===== src/design/psiar_pkg.sv =====
// holds constants for the transceiver status, identifier and advertisement slice
// assumes a word-addressed 32-bit register bus in front of the slice
package psiar_pkg;
	// ********************************************
	// bus geometry and register indices
	// ********************************************
	localparam int ADDR_W = 12;
	localparam int DATA_W = 32;
	localparam int REG_W = 16;
	localparam logic [11:0] IDX_STATUS = 12'h102;
	localparam logic [11:0] IDX_ID_HI = 12'h104;
	localparam logic [11:0] IDX_ID_LO = 12'h106;
	localparam logic [11:0] IDX_ADV = 12'h108;
	localparam logic [11:0] IDX_IRQ_STAT = 12'h120;
	localparam logic [11:0] IDX_IRQ_MASK = 12'h121;

	// ********************************************
	// link capability status layout
	// ********************************************
	localparam int ST_T4 = 15;
	localparam int ST_AN_DONE = 5;
	localparam int ST_RFAULT = 4;
	localparam int ST_LINK = 2;
	localparam int ST_JABBER = 1;
	// fixed ones: bits 14..11, 8, 6, 3 and 0; bit 15 and reserved bits zero
	localparam logic [15:0] STATUS_FIXED = 16'h7949;

	// ********************************************
	// advertisement layout and reset values
	// ********************************************
	localparam logic [15:0] ADV_WR_MASK = 16'hADFF;
	localparam logic ADV_RST_NEXT_PAGE = 1'b0;
	localparam logic ADV_RST_FAR_FAULT = 1'b0;
	localparam logic [3:0] ADV_RST_ABIL = 4'hF;
	localparam logic [4:0] ADV_RST_SEL = 5'h01;

	typedef enum logic [1:0] {
		PSIAR_PAUSE_NONE = 2'b00,
		PSIAR_PAUSE_SYM = 2'b01,
		PSIAR_PAUSE_ASYM_PARTNER = 2'b10,
		PSIAR_PAUSE_BOTH = 2'b11
	} psiar_pause_e;
	localparam psiar_pause_e PAUSE_STRAP_HI = PSIAR_PAUSE_BOTH;
	localparam psiar_pause_e PAUSE_STRAP_LO = PSIAR_PAUSE_NONE;

	// ********************************************
	// interrupt event bits
	// ********************************************
	localparam int EV_W = 4;
	localparam int EV_LINK_DOWN = 0;
	localparam int EV_RFAULT = 1;
	localparam int EV_JABBER = 2;
	localparam int EV_AN_DONE = 3;
	localparam logic [3:0] IRQ_MASK_RST = 4'h0;
endpackage


===== src/design/psiar_regs.sv =====
// holds the per-port status, identifier and advertisement registers behind Avalon-MM
// assumes condition inputs synchronous to clk and clk_en high during bus transfers
// Functional notes
// - status bit 15 always reads zero: no four-pair 100M mode
// - status bits 14..11 read one: 100M and 10M, full and half
// - status bit 8 reads one: extended status register present
// - preambleless frames accepted; status bit 6 reads one
// - status bit 5 follows negotiation complete
// - status bit 4 latches high on far-end fault until read
// - status bit 3 reads one: negotiation capable
// - status bit 1 latches high on jabber until read
// - status bit 0 reads one: extended register set supported
// - two read-only words return identifier high and low
// - advertisement bit 15 writable, resets zero: next page
// - advertisement bit 13 writable, resets zero: far-end fault
// - advertisement bits 11..10 writable pause encoding
// - pause field reset value comes from the configuration strap
// - advertisement bit 9 read-only zero
// - advertisement bits 8..5 writable, reset to ones
//
// The register offsets and register access over Avalon-MM are this design's own decisions.
`timescale 1ns/1ps
module psiar_regs #(
	parameter logic [15:0] ID_HIGH = 16'hA5C3, // arbitrary value
	parameter logic [15:0] ID_LOW = 16'h3C5A // arbitrary value
) (
	// clock and control
	input wire logic clk,
	input wire logic reset,
	input wire logic clk_en,
	// avalon-mm slave
	input wire logic [psiar_pkg::ADDR_W-1:0] address,
	input wire logic read,
	input wire logic write,
	input wire logic [psiar_pkg::DATA_W-1:0] writedata,
	input wire logic [3:0] byteenable,
	output logic [psiar_pkg::DATA_W-1:0] readdata,
	output logic waitrequest,
	// conditions from the negotiation logic
	input wire logic an_complete,
	input wire logic remote_fault,
	input wire logic link_up,
	input wire logic jabber,
	input wire logic pause_default_strap,
	// interrupt
	output logic irq
);
	import psiar_pkg::*;

	// ********************************************
	// state
	// ********************************************
	logic rf_latch;
	logic jab_latch;
	logic link_latched_low;
	logic [REG_W-1:0] adv;
	logic [EV_W-1:0] irq_stat;
	logic [EV_W-1:0] irq_mask;
	logic link_prev;
	logic rf_prev;
	logic jab_prev;
	logic an_prev;
	logic [EV_W-1:0] ev;
	logic [EV_W-1:0] next_irq_stat;
	logic [REG_W-1:0] status_word;
	logic [REG_W-1:0] wr_mask;
	logic req;
	logic rd_acc;
	logic wr_acc;
	logic rd_status;
	logic rd_irq;

	// ********************************************
	// bus handshake
	// ********************************************
	// one wait state: data is captured in the wait cycle, the access completes on the next edge
	assign req = read | write;
	assign rd_acc = clk_en & read & ~waitrequest;
	assign wr_acc = clk_en & write & ~waitrequest;
	assign rd_status = rd_acc & (address == IDX_STATUS);
	assign rd_irq = rd_acc & (address == IDX_IRQ_STAT);

	always_ff @(posedge clk) begin
		if (reset) begin
			waitrequest <= 1'b1;
		end else if (clk_en) begin
			waitrequest <= ~(req & waitrequest);
		end
	end

	function automatic logic [DATA_W-1:0] rd_word(input logic [ADDR_W-1:0] idx, input logic [REG_W-1:0] st,
		input logic [REG_W-1:0] ad, input logic [EV_W-1:0] is, input logic [EV_W-1:0] im);
		logic [DATA_W-1:0] w;
		w = '0;
		unique case (idx)
			IDX_STATUS: w[REG_W-1:0] = st;
			IDX_ID_HI: w[REG_W-1:0] = ID_HIGH;
			IDX_ID_LO: w[REG_W-1:0] = ID_LOW;
			IDX_ADV: w[REG_W-1:0] = ad;
			IDX_IRQ_STAT: w[EV_W-1:0] = is;
			IDX_IRQ_MASK: w[EV_W-1:0] = im;
			default: w = '0;
		endcase
		return w;
	endfunction

	// fixed capability bits come from one constant word
	always_comb begin
		status_word = STATUS_FIXED;
		status_word[ST_AN_DONE] = an_complete;
		status_word[ST_RFAULT] = rf_latch;
		status_word[ST_LINK] = link_latched_low;
		status_word[ST_JABBER] = jab_latch;
	end

	always_ff @(posedge clk) begin
		if (reset) begin
			readdata <= '0;
		end else if (clk_en && read && waitrequest) begin
			readdata <= rd_word(address, status_word, adv, irq_stat, irq_mask);
		end
	end

	// ********************************************
	// latched status bits
	// ********************************************
	// the clear on read only drops what was reported, so an event after the snapshot survives
	always_ff @(posedge clk) begin
		if (reset) begin
			rf_latch <= 1'b0;
		end else if (clk_en) begin
			if (rd_status) begin
				rf_latch <= remote_fault | (rf_latch & ~readdata[ST_RFAULT]);
			end else if (remote_fault) begin
				rf_latch <= 1'b1;
			end
		end
	end

	always_ff @(posedge clk) begin
		if (reset) begin
			jab_latch <= 1'b0;
		end else if (clk_en) begin
			if (rd_status) begin
				jab_latch <= jabber | (jab_latch & ~readdata[ST_JABBER]);
			end else if (jabber) begin
				jab_latch <= 1'b1;
			end
		end
	end

	always_ff @(posedge clk) begin
		if (reset) begin
			link_latched_low <= 1'b0;
		end else if (clk_en) begin
			if (rd_status) begin
				link_latched_low <= link_up & (link_latched_low | ~readdata[ST_LINK]);
			end else begin
				link_latched_low <= link_latched_low & link_up;
			end
		end
	end

	// ********************************************
	// advertisement register
	// ********************************************
	assign wr_mask = ADV_WR_MASK & {{8{byteenable[1]}}, {8{byteenable[0]}}};

	// sync reset is clocked, so catching the strap here is safe
	always_ff @(posedge clk) begin
		if (reset) begin
			adv <= '0;
			adv[15] <= ADV_RST_NEXT_PAGE;
			adv[13] <= ADV_RST_FAR_FAULT;
			adv[11:10] <= pause_default_strap ? PAUSE_STRAP_HI : PAUSE_STRAP_LO;
			adv[8:5] <= ADV_RST_ABIL;
			adv[4:0] <= ADV_RST_SEL;
		end else if (wr_acc && address == IDX_ADV) begin
			adv <= (adv & ~wr_mask) | (writedata[REG_W-1:0] & wr_mask);
		end
	end

	// ********************************************
	// interrupt
	// ********************************************
	always_ff @(posedge clk) begin
		if (reset) begin
			link_prev <= 1'b0;
			rf_prev <= 1'b0;
			jab_prev <= 1'b0;
			an_prev <= 1'b0;
		end else if (clk_en) begin
			link_prev <= link_up;
			rf_prev <= remote_fault;
			jab_prev <= jabber;
			an_prev <= an_complete;
		end
	end

	always_comb begin
		ev = '0;
		ev[EV_LINK_DOWN] = link_prev & ~link_up;
		ev[EV_RFAULT] = remote_fault & ~rf_prev;
		ev[EV_JABBER] = jabber & ~jab_prev;
		ev[EV_AN_DONE] = an_complete & ~an_prev;
		next_irq_stat = ev | irq_stat;
		if (rd_irq) begin
			next_irq_stat = ev | (irq_stat & ~readdata[EV_W-1:0]);
		end
	end

	always_ff @(posedge clk) begin
		if (reset) begin
			irq_stat <= '0;
		end else if (clk_en) begin
			irq_stat <= next_irq_stat;
		end
	end

	always_ff @(posedge clk) begin
		if (reset) begin
			irq_mask <= IRQ_MASK_RST;
		end else if (wr_acc && address == IDX_IRQ_MASK && byteenable[0]) begin
			irq_mask <= writedata[EV_W-1:0];
		end
	end

	always_ff @(posedge clk) begin
		if (reset) begin
			irq <= 1'b0;
		end else if (clk_en) begin
			irq <= |(next_irq_stat & irq_mask);
		end
	end
endmodule


===== config.mk =====
export PLATFORM = sky130hd
export DESIGN_NAME = psiar_regs
export DESIGN_NICKNAME = d
export VERILOG_FILES = /design/src/design/psiar_pkg.sv /design/src/design/psiar_regs.sv
export SDC_FILE = /design/constraint.sdc
export NUM_CORES = 1
export LEC_CHECK = 0
export BUFFER_PORTS_ARGS = -buffer_cell sky130_fd_sc_hd__buf_2
export CAP_MARGIN = 25
export CORE_MARGIN = 5
export CORE_UTILIZATION = 30
export CTS_CLUSTER_SIZE = 28
export DETAILED_ROUTE_END_ITERATION = 12
export PLACE_DENSITY = 0.57
export SLEW_MARGIN = 0
export SYNTH_ARGS = -nofsm -noshare
export SYNTH_HDL_FRONTEND = slang
export SYNTH_SLANG_ARGS = --single-unit

===== constraint.sdc =====
create_clock -name clk -period 1.7 [get_ports clk]
set_clock_uncertainty 0.15 [all_clocks]
set_input_delay 0.17 -clock clk [delete_from_list [all_inputs] [get_ports clk]]
set_output_delay 0.17 -clock clk [all_outputs]
set_load 0.01 [all_outputs]

# Word-level counts from Yosys, hierarchy flattened
# Index checks and enable logic that the tools add are counted.
# word_totals
wordCells,79
output_inout_bits,34
input_bits,58
register_bits,49
# classes
bitwise_logic,37
muxes,11
n_reduce_logical,11
n_eq_ne,6
# ops
operator,count
$eq 12x9->1 const B,6
$pmux 12 s4,1
$and 16x16->16,2
$mux 12,2
$pmux 4 s6,1
$not 16->16,1
$or 16x16->16,1
$and 1x1->1,15
$not 1->1,9
$and 4x4->4,2
$or 4x4->4,2
$reduce_bool 2->1,3
$logic_and 1x1->1,5
$mux 1,5
$mux 4,1
$not 4->4,1
$or 1x1->1,4
$reduce_and 2->1,2
$reduce_or 4->1,1
$mux 2,1

# Longest topological paths before layout
# Gate-level depths: netlist of the first run.
# depth
word_depth,6
mapped_depth,7
ltp_nobuf,5

# Least setup slack after synthesis of the first run
# No wires, ideal clock.
# synth_path
path_kind,input to register
startpoint,input address[9] (netlist name)
endpoint,register (tool-made name)
stages,6
n_path_buf,1
setup_slack_ns,0.040
setup_ns,0.120
required_ns,1.430
arrival_ns,1.390
cell_sequence,nor4b_4 and4_4 and3_4 buf_12 nor2b_1 a211o_1
# synth_rtl
item,line_no,rtl
from (decl),psiar_regs.sv:32,"input wire logic [psiar_pkg::ADDR_W-1:0] address,"

==> qor.csv, run 1 <==
stage;metric;value;unit
status;status;completed;
die;initial_core_util;30.79;%
logic_synthesis;synth-seq-cells;45;
finish;nets;396;
place;hpwl;4.618;mm
clocking;clockBufferDepth;2;
global_route;grt_max_degree;30;
drt;dr.pass1.iters;6;
clocking;cts_tree;built;
logic_synthesis;synth.distinct_cells;49;
setup_path;slowest_stage;dfxtp_2;
global_route;antenna_found_initial;0;
logic_synthesis;synth_flop_cell;dfxtp_1;
finish;layout_commonest_cell;buf_2;
setup_path;required;1.74;ns
timing;finalHoldViolations;0;
logic_synthesis;synth_top_area_share;38.54;%
setup_path;critPathBufInv;1;
setup_path;crit_chain;buf_4 > nor2b_4 > and2_4 > and3_4 > nor2b_1 > a211o_2;
setup_path;cpLargestDelayFamily;simple AND/OR/NAND/NOR gates;
setup_path;crit_path_end_kind;register;
timing;rsz0062_at_grt;false;
clocking;clk_pin_slew;0.09;ns
drt;drc_errors;0;
logic_synthesis;synthTopCellsByArea;dfxtp_1, mux2i_1, buf_4;
drt;dr.first_iter.drc_count;113;
setup_path;arrival;1.68;ns
clocking;clk_latency;0.30;ns
die;coreArea;7253;um^2
pwr;power_density;704.3;nW/um^2
drt;routed_via_density;4.721;
die;die_h;96.28;um
clocking;ctsRootBufferMaster;clkbuf_8;
drt;via_count;2068;
clocking;htree_levels;2;
finish;fin_util;41.04;%
logic_synthesis;synth_warnings;0;
drt;wl;6.117;mm
drt;drtAntennaViolNets;0;
timing;period_minus_slack;1.638;ns
pwr;p_switching;0.5629;mW
logic_synthesis;synth_seq_area_share;41.23;%
logic_synthesis;syn_inst;253;
pwr;pwr-share-clk;30.8;%
global_route;grt_pass1_vias;1927;
setup_path;cp-start-kind;register;
pwr;p_int;1.533;mW
timing;max_freq;0.6106;GHz
run;cap_violations;0;
worst_hold_path;holdCritPathClass;primary input to register;
finish;area_growth;33.28;%
drt;post_drt_wl_per_cell;13.97;um
pwr;ir_drop;0.0002207;V
pwr;finalPower;2.096;mW
pwr;p_leak;1.299;nW
timing;finalSetupTns;0;ns
global_route;grtUsageTotal;13.49;%
pwr;seqPwrFrac;53.8;%
die;ioPinCount;92;
logic_synthesis;async_reset_ff_share;0;%
logic_synthesis;syn_area;2233;um^2
place;port_buffers;53;
logic_synthesis;postSynthAreaPerCell;8.828;um^2
pwr;p_sw_share;26.85;%
clocking;cts_inserted_buffers;5;
finish;stdcell_area;2977;um^2
setup_path;r2r_slack;0.06;ns
place;place_area;2719;um^2
setup_path;path_max_fanout;6;
die;dieArea;9270;um^2
finish;mostFrequentLayoutCells;buf_2, dfxtp_1, nor2_1;
finish;drive_above_1_share;33.63;%
logic_synthesis;synth_edf_count;2;
pwr;comb_power_share;15.4;%
die;num_rows;31;
die;die_x;96.28;um
clocking;numClockSinks;45;
logic_synthesis;synth.largest_area_cell;dfxtp_1;
global_route;grt_overflow;0;
timing;slew_violations;0;
setup_path;worstSetupPathType;register to register;
place;routabilityCongestion;0.8171;
timing;setup_viol;0;
timing;finalCritPeriodShare;96.34;%
global_route;grt_pass1_wl;9.466;mm
finish;insertedDiodeCount;0;
setup_path;slowest_delay;0.34;ns
==> worst register-to-register path: stages, from the launching register on <==
cell and delay, ns:
dfxtp_2 0.34, buf_4 0.16, nor2b_4 0.11, and2_4 0.18, and3_4 0.24, nor2b_1 0.06, a211o_2 0.29
==> final timing paths <==
kind,start,endpoint,depth (start not counted)
worst min-delay path,an_complete,an_prev,3
worst min register to register,readdata[14],readdata[14],2
worst max register to register,waitrequest,register,6
worst max-delay path,waitrequest,register,6
==> cells in the mapped netlist, drive strengths merged, types with 5 or more instances <==
cell    count
mux2i      14
o21ai       9
nand2      18
nor2       32
clkbuf      8
a211oi      6
a21oi      17
dfxtp      43
nor3        8
buf        24
nand2b      5
a211o       5
nor2b      12
and3        5
==> per-stage QoR <==
step | hold slack (ns) | instances | setup slack [ns]
floorplan | 0.1379 | 269 | 0.04024
global placement | 0.2268 | 418 | -0.1107
detailed placement | 0.2290 | 418 | -0.2025
CTS | 0.005743 | 438 | 0.01236
global route | 0.02484 | 438 | 0.003790
finish | 0.01976 | 438 | 0.06223
==> timing repair <==
action                     CTS  global route
pin swaps                    2             7
hold endpoints to repair    15             0
setup buffers                0             0
gates resized for setup      7            10
cloned                       1             0
setup endpoints to repair    6             4
hold buffers                11             0
==> layer usage <==
layer | up-vias | routed length [um] | track usage, %
met3 | 7 | 491 | 2.893
li1 | 1032 | - | -
met1 | 960 | 2811 | 17.70
met4 | 0 | 90 | 5.332
met2 | 69 | 2724 | 21.45
met5 | - | 0 | 0
==> logic make-up (layout without fill, tap and decap cells) <==
logic type / after synthesis / in the layout / share of synthesized area (%)
other: 1 / 17 / 0.1679
DFF: 45 / 45 / 41.23
xor gates and xnor gates: 1 / 1 / 0.3922
buffers and inverters: 36 / 105 / 9.915
AOI/OAI and AO/OA: 55 / 55 / 16.69
and+or+nand+nor: 97 / 98 / 23.31
muxes: 18 / 18 / 8.291
==> cell type report <==
class	instances	area, um^2
fill	750	4277
multi-input combinational	189	1212
sequential	45	922.1
timing repair buffer	93	621.8
clock buffer	5	68.82
tap	99	123.9
inverter	4	15.01
clock inverter	3	12.51
==> power by group through the flow <==
| stage | logic [mW] | clock network (mW) | registers [mW] |
|---|---|---|---|
| after floorplan | 0.171 | 0 | 1.16 |
| after global placement | 0.292 | 0 | 1.15 |
| after detailed placement | 0.295 | 0 | 1.15 |
| after CTS | 0.318 | 0.672 | 1.13 |
| after global routing | 0.360 | 0.715 | 1.13 |
| final | 0.324 | 0.645 | 1.13 |
No activity file was read; power rests on OpenSTA's default activity.
==> run 2: changes to the inputs <==
--- a/config.mk
+++ b/config.mk
@@ -8,10 +8,11 @@
 export BUFFER_PORTS_ARGS = -buffer_cell sky130_fd_sc_hd__buf_2
 export CAP_MARGIN = 25
 export CORE_MARGIN = 5
-export CORE_UTILIZATION = 30
+export CORE_UTILIZATION = 32
 export CTS_CLUSTER_SIZE = 28
 export DETAILED_ROUTE_END_ITERATION = 12
-export PLACE_DENSITY = 0.57
+export PLACE_DENSITY = 0.6
+export RECOVER_POWER = 100
 export SLEW_MARGIN = 0
 export SYNTH_ARGS = -nofsm -noshare
 export SYNTH_HDL_FRONTEND = slang
==> qor.csv, run 2 (synthesized netlist as in run 1, its figures left out) <==
stage;metric;value;unit;change
setup_path;r2r_end;irq;;
setup_path;arrival;1.68;ns;about the same
setup_path;crit_path_frequent_cell;a21bo_2;;
pwr;p_leak;1.241;nW;-4.5%
place;place_area;2718;um^2;about the same
setup_path;reg2reg_depth;6;;unchanged
clocking;cts_inserted_buffers;5;;unchanged
timing;period_minus_slack;1.661;ns;+0.02327 ns
pwr;p_sw_share;27.51;%;+0.66 points
timing;finalCritPeriodShare;97.71;%;+1.4 points
drt;dr.pass1.iters;4;;-2
global_route;grt_overflow;0;;unchanged
finish;drive_above_1_share;29.62;%;-4.0 points
drt;drc_errors;0;;unchanged
clocking;ctsRootBufferMaster;clkbuf_8;;
finish;stdcell_area;2953;um^2;-0.80%
drt;routed_via_density;4.673;;-1.0%
timing;hold_ws;0.01987;ns;+0.0001098 ns
pwr;p_int;1.542;mW;+0.58%
setup_path;slowest_stage;dfxtp_2;;
drt;wl;6.086;mm;-0.51%
pwr;ir_drop;0.0002714;V;+23%
finish;area_growth;32.21;%;
die;die_x;93.54;um;-2.8%
finish;nets;398;;+0.51%
drt;dr.first_iter.drc_count;82;;-27%
worst_hold_path;min_to;adv[10];;
setup_path;cp-start-kind;register;;
die;die_h;93.54;um;-2.8%
status;status;completed;;
pwr;seqPwrFrac;53.1;%;-0.7 points
clocking;numClockSinks;45;;unchanged
die;dieArea;8750;um^2;-5.6%
finish;fill_cells;707;;-5.7%
place;port_buffers;53;;unchanged
setup_path;path_max_fanout;3;;-3
timing;max_freq;0.6020;GHz;-1.4%
setup_path;crit_chain;nor4bb_4 > and4_4 > buf_6 > a21bo_2 > a21bo_2 > a311oi_2;;
pwr;p_switching;0.5853;mW;+4.0%
drt;drtAntennaViolNets;0;;unchanged
timing;worst_pin_slew;0.6095;ns;
global_route;grt_pass1_wl;9.701;mm;+2.5%
timing;setup_viol;0;;unchanged
pwr;pwr-share-clk;31.9;%;+1.1 points
place;routabilityCongestion;0.8297;;+1.5%
finish;layout_commonest_cell;dfxtp_1;;
setup_path;r2r_slack;0.04;ns;-0.02 ns
finish;insertedDiodeCount;0;;unchanged
die;ioPinCount;92;;unchanged
clocking;cts_tree;built;;
setup_path;required;1.72;ns;-0.02 ns
finish;regArea;922.1;um^2;unchanged
finish;fin_util;43.46;%;+2.4 points
run;cap_violations;0;;unchanged
pwr;power_density;720.5;nW/um^2;+2.3%
clocking;clk_pin_slew;0.09;ns;about the same
setup_path;slowest_delay;0.35;ns;about the same
pwr;comb_power_share;15.0;%;-0.4 points
timing;slew_headroom;59.36;%;
place;hpwl;4.601;mm;-0.36%
setup_path;r2r_start;waitrequest;;
clocking;htree_levels;2;;unchanged
drt;via_count;2042;;-1.3%
timing;finalHoldViolations;0;;unchanged
finish;mostFrequentLayoutCells;dfxtp_1, buf_2, nor2_1;;
setup_path;worstSetupPathType;register to register;;
setup_path;crit_path_end_kind;register;;
global_route;grtUsageTotal;13.96;%;+0.46 points
global_route;grt_max_degree;30;;unchanged
global_route;antenna_found_initial;0;;unchanged
worst_hold_path;hold_path_depth;3;;unchanged
finish;multiInputGateArea;1190;um^2;-1.9%
die;num_rows;30;;-3.2%
worst_hold_path;hp-start;pause_default_strap;;
global_route;grt_pass1_vias;1969;;+2.2%
die;coreArea;6794;um^2;-6.3%
clocking;clockBufferDepth;2;;unchanged
drt;post_drt_wl_per_cell;13.93;um;-0.28%
timing;rsz0062_at_grt;true;;
clocking;clk_latency;0.30;ns;about the same
die;initial_core_util;32.87;%;+2.1 points
worst_hold_path;holdCritPathClass;primary input to register;;
timing;slew_violations;0;;unchanged
run 2: cell types whose count changed in the layout (fill, tap and decap cells not counted), sizes merged:
cell / delta
buf: -15
and3: -1
dlygate4sd3: +1
inv: +1
clkinv: -2
clkbuf: +17
clkinvlp: +1
run 2: worst max path at each step:
stage	startpoint	endpoint	cells past startpoint
6_report	waitrequest	irq	6
5_1_grt	waitrequest	irq	6
4_1_cts	waitrequest	register	7
3_5_place_dp	address[9]	register	7
3_3_place_gp	address[9]	register	6
2_1_floorplan	address[9]	register	6
run 2: layout make-up:
class / instances / share of cell area [%]
clock buffer: 5 / 2.331
clock inverter: 3 / 0.7203
inverter: 4 / 0.5085
multi-input combinational: 188 / 40.30
sequential: 45 / 31.23
tap: 96 / 4.068
timing repair buffer: 96 / 20.85
run 2: worst max-delay path: cells and delay by family (launching register included):
kind / cells / cell delay, ns
and+or+nand+nor: 2 / 0.56
AOI/OAI and AO/OA: 3 / 0.36
DFF: 1 / 0.35
buffers and inverters: 1 / 0.11
run 2: power groups by stage:
stage                     clock network, mW  logic, mW  registers, mW
after detailed placement                  0      0.293           1.15
after global routing                  0.742      0.354           1.13
final                                 0.679      0.318           1.13
after global placement                    0      0.289           1.15
after CTS                             0.700      0.318           1.13
after floorplan                           0      0.171           1.16
run 2: layer usage:
layer / GRT usage (%) / wire (um)
met5: 0 / 0
met4: 3.249 / 42
met3: 3.379 / 380
met2: 22.75 / 2768
met1: 18.61 / 2894
run 2: timing repair:
action                                  CTS  global route
hold buffers                             12             0
resized for setup                         3            11
pin swaps                                 3             6
endpoints found under the setup margin    9            12
buffers inserted                          0             0
endpoints found under the hold margin    16             0
run 2: through the flow:
stage	TNS [ns]	power [mW]	std cells	setup slack [ns]
4_1_cts	0	2.146	437	0.003595
2_1_floorplan	0	1.330	269	0.04024
5_1_grt	-0.03314	2.230	437	-0.01818
3_5_place_dp	-1.313	1.445	417	-0.1187
6_report	0	2.128	437	0.03896
3_3_place_gp	-0.7526	1.440	417	-0.07036
==> run 3: changes to the inputs <==
==> constraint.sdc (replaced) <==
create_clock -name clk -period 1.5 [get_ports clk]
set_clock_uncertainty 0.15 [all_clocks]
set_input_delay 0.15 -clock clk [delete_from_list [all_inputs] [get_ports clk]]
set_output_delay 0.15 -clock clk [all_outputs]
set_load 0.01 [all_outputs]
==> qor.csv, run 3 (synthesized netlist as in run 1, its figures left out) <==
stage;metric;value;unit;change
place;hpwl;4.737;mm;+3.0%
drt;wl;6.295;mm;+3.4%
die;initial_core_util;32.87;%;unchanged
drt;dr.pass1.iters;4;;unchanged
drt;via_count;2084;;+2.1%
setup_path;slowest_delay;0.36;ns;about the same
timing;worst_pin_slew;0.5325;ns;-0.07707 ns
clocking;htree_levels;2;;unchanged
setup_path;required;1.54;ns;-0.18 ns
global_route;grt_pass1_wl;9.984;mm;+2.9%
finish;layout_commonest_cell;dfxtp_1;;
status;violations;setup timing;;
run;cap_violations;0;;unchanged
setup_path;path_max_fanout;6;;+3
finish;regArea;924.6;um^2;+0.27%
finish;fin_cells;440;;+0.69%
clocking;ctsRootBufferMaster;clkbuf_8;;
clocking;cts_inserted_buffers;5;;unchanged
finish;nets;401;;+0.75%
finish;area_growth;36.92;%;
status;status;finished, violations left;;
drt;routed_via_density;4.736;;+1.4%
timing;final.setup.worst_slack;-0.08410;ns;-0.1231 ns
setup_path;critPathBufInv;1;;unchanged
global_route;grt_overflow;0;;unchanged
timing;max_freq;0.6313;GHz;+4.9%
global_route;grt_max_degree;26;;-13%
timing;finalHoldViolations;0;;unchanged
setup_path;cpLargestDelayFamily;simple AND/OR/NAND/NOR gates;;
setup_path;worstSetupPathType;register to register;;
pwr;power_density;790.8;nW/um^2;+9.8%
place;place_area;2706;um^2;-0.41%
worst_hold_path;hold_path_depth;4;;+1
finish;multiInputGateArea;1280;um^2;+7.6%
place;place_ws;-0.3152;ns;-0.1965 ns
die;ioPinCount;92;;unchanged
clocking;clk_pin_slew;0.08;ns;about the same
finish;stdcell_area;3058;um^2;+3.6%
worst_hold_path;holdCritPathClass;primary input to register;;
worst_hold_path;hp-start;write;;
die;coreArea;6794;um^2;unchanged
worst_hold_path;min_to;waitrequest;;
setup_path;slowest_stage;dfxtp_4;;
pwr;p_leak;1.264;nW;+1.9%
die;dieArea;8750;um^2;unchanged
setup_path;reg2reg_depth;6;;unchanged
timing;slew_violations;0;;unchanged
die;num_rows;30;;unchanged
setup_path;cp-start-kind;register;;
drt;drc_errors;0;;unchanged
finish;drive_above_1_share;32.85;%;+3.2 points
setup_path;crit_path_start;waitrequest;;
global_route;grt_pass1_vias;1964;;-0.25%
clocking;clk_latency;0.30;ns;about the same
die;die_h;93.54;um;unchanged
finish;fin_util;45.01;%;+1.5 points
setup_path;r2r_slack;-0.08;ns;-0.12 ns
timing;setup_viol;9;;+9
global_route;antenna_found_initial;0;;unchanged
drt;dr.first_iter.drc_count;145;;+77%
finish;mostFrequentLayoutCells;dfxtp_1, buf_2, nor2_1;;
setup_path;crit_path_end_kind;register;;
clocking;cts_tree;built;;
place;place_inst;413;;-0.96%
global_route;grtUsageTotal;14.34;%;+0.38 points
timing;rsz0062_at_grt;true;;
drt;drtAntennaViolNets;0;;unchanged
setup_path;arrival;1.62;ns;-0.06 ns
die;die_x;93.54;um;unchanged
pwr;ir_drop;0.0002996;V;+10%
timing;slew_headroom;64.50;%;+5.1 points
clocking;clockBufferDepth;2;;unchanged
finish;fill_cells;689;;-2.5%
clocking;numClockSinks;45;;unchanged
timing;period_minus_slack;1.584;ns;-0.07694 ns
setup_path;r2r_start;waitrequest;;
finish;insertedDiodeCount;0;;unchanged
setup_path;crit_chain;buf_6 > nor2b_4 > and2_4 > and3_4 > nor2b_1 > a211o_2;;
place;port_buffers;53;;unchanged
drt;post_drt_wl_per_cell;14.31;um;+2.7%
timing;finalCritPeriodShare;105.6;%;+7.9 points
place;routabilityCongestion;0.7961;;-4.0%
## run 3: worst max path at each step
stage	depth (start not counted)	slack (ns)	to
6_report	6	-0.08	register
5_1_grt	6	-0.14	irq
4_1_cts	6	-0.08	irq
3_5_place_dp	6	-0.32	register
3_3_place_gp	6	-0.30	register
2_1_floorplan	6	-0.09	register
## run 3: stage by stage
stage | total power [mW] | hold slack (ns) | TNS [ns]
5_1_grt | 2.556 | 0.03623 | -1.269
3_3_place_gp | 1.641 | 0.2175 | -7.123
2_1_floorplan | 1.510 | 0.1179 | -0.6399
3_5_place_dp | 1.644 | 0.2182 | -7.616
6_report | 2.418 | 0.02038 | -0.3679
4_1_cts | 2.421 | 0.02011 | -0.3138
## run 3: where the power goes
part | total [mW] | leakage [nW] | internal [mW] | switching [mW]
clock network | 0.746 | 0.0385 | 0.330 | 0.415
logic | 0.389 | 0.856 | 0.182 | 0.207
registers | 1.28 | 0.370 | 1.25 | 0.0348
total | 2.42 | 1.26 | 1.76 | 0.657
## run 3: layer usage
| layer | up-vias | track usage, % | share of wire [%] |
|---|---|---|---|
| met4 | 0 | 3.610 | 1.0 |
| met3 | 6 | 2.896 | 6.3 |
| met2 | 68 | 22.69 | 45 |
| li1 | 1041 | - | - |
| met5 | - | 0 | 0 |
| met1 | 969 | 19.91 | 47 |
## run 3: cell type report
type,instances,area share (%)
Inverter,4,0.4910
Multi-Input combinational cell,189,41.86
Timing Repair Buffer,98,20.74
Tap cell,96,3.928
Clock inverter,1,0.2455
Sequential cell,45,30.24
Clock buffer,7,2.496
## run 3: tightest hold or removal path: stages
cell      delay (ns)
buf_2           0.09
o211ai_1        0.08
o21ai_0         0.07
nand2b_1        0.05
## run 3: repair_timing
action,in CTS,in global routing
pin swaps,8,6
gates cloned,1,0
setup endpoints to repair,23,31
hold buffers,13,0
gates resized for setup,15,20
endpoints found under the hold margin,18,0
setup buffers,3,3
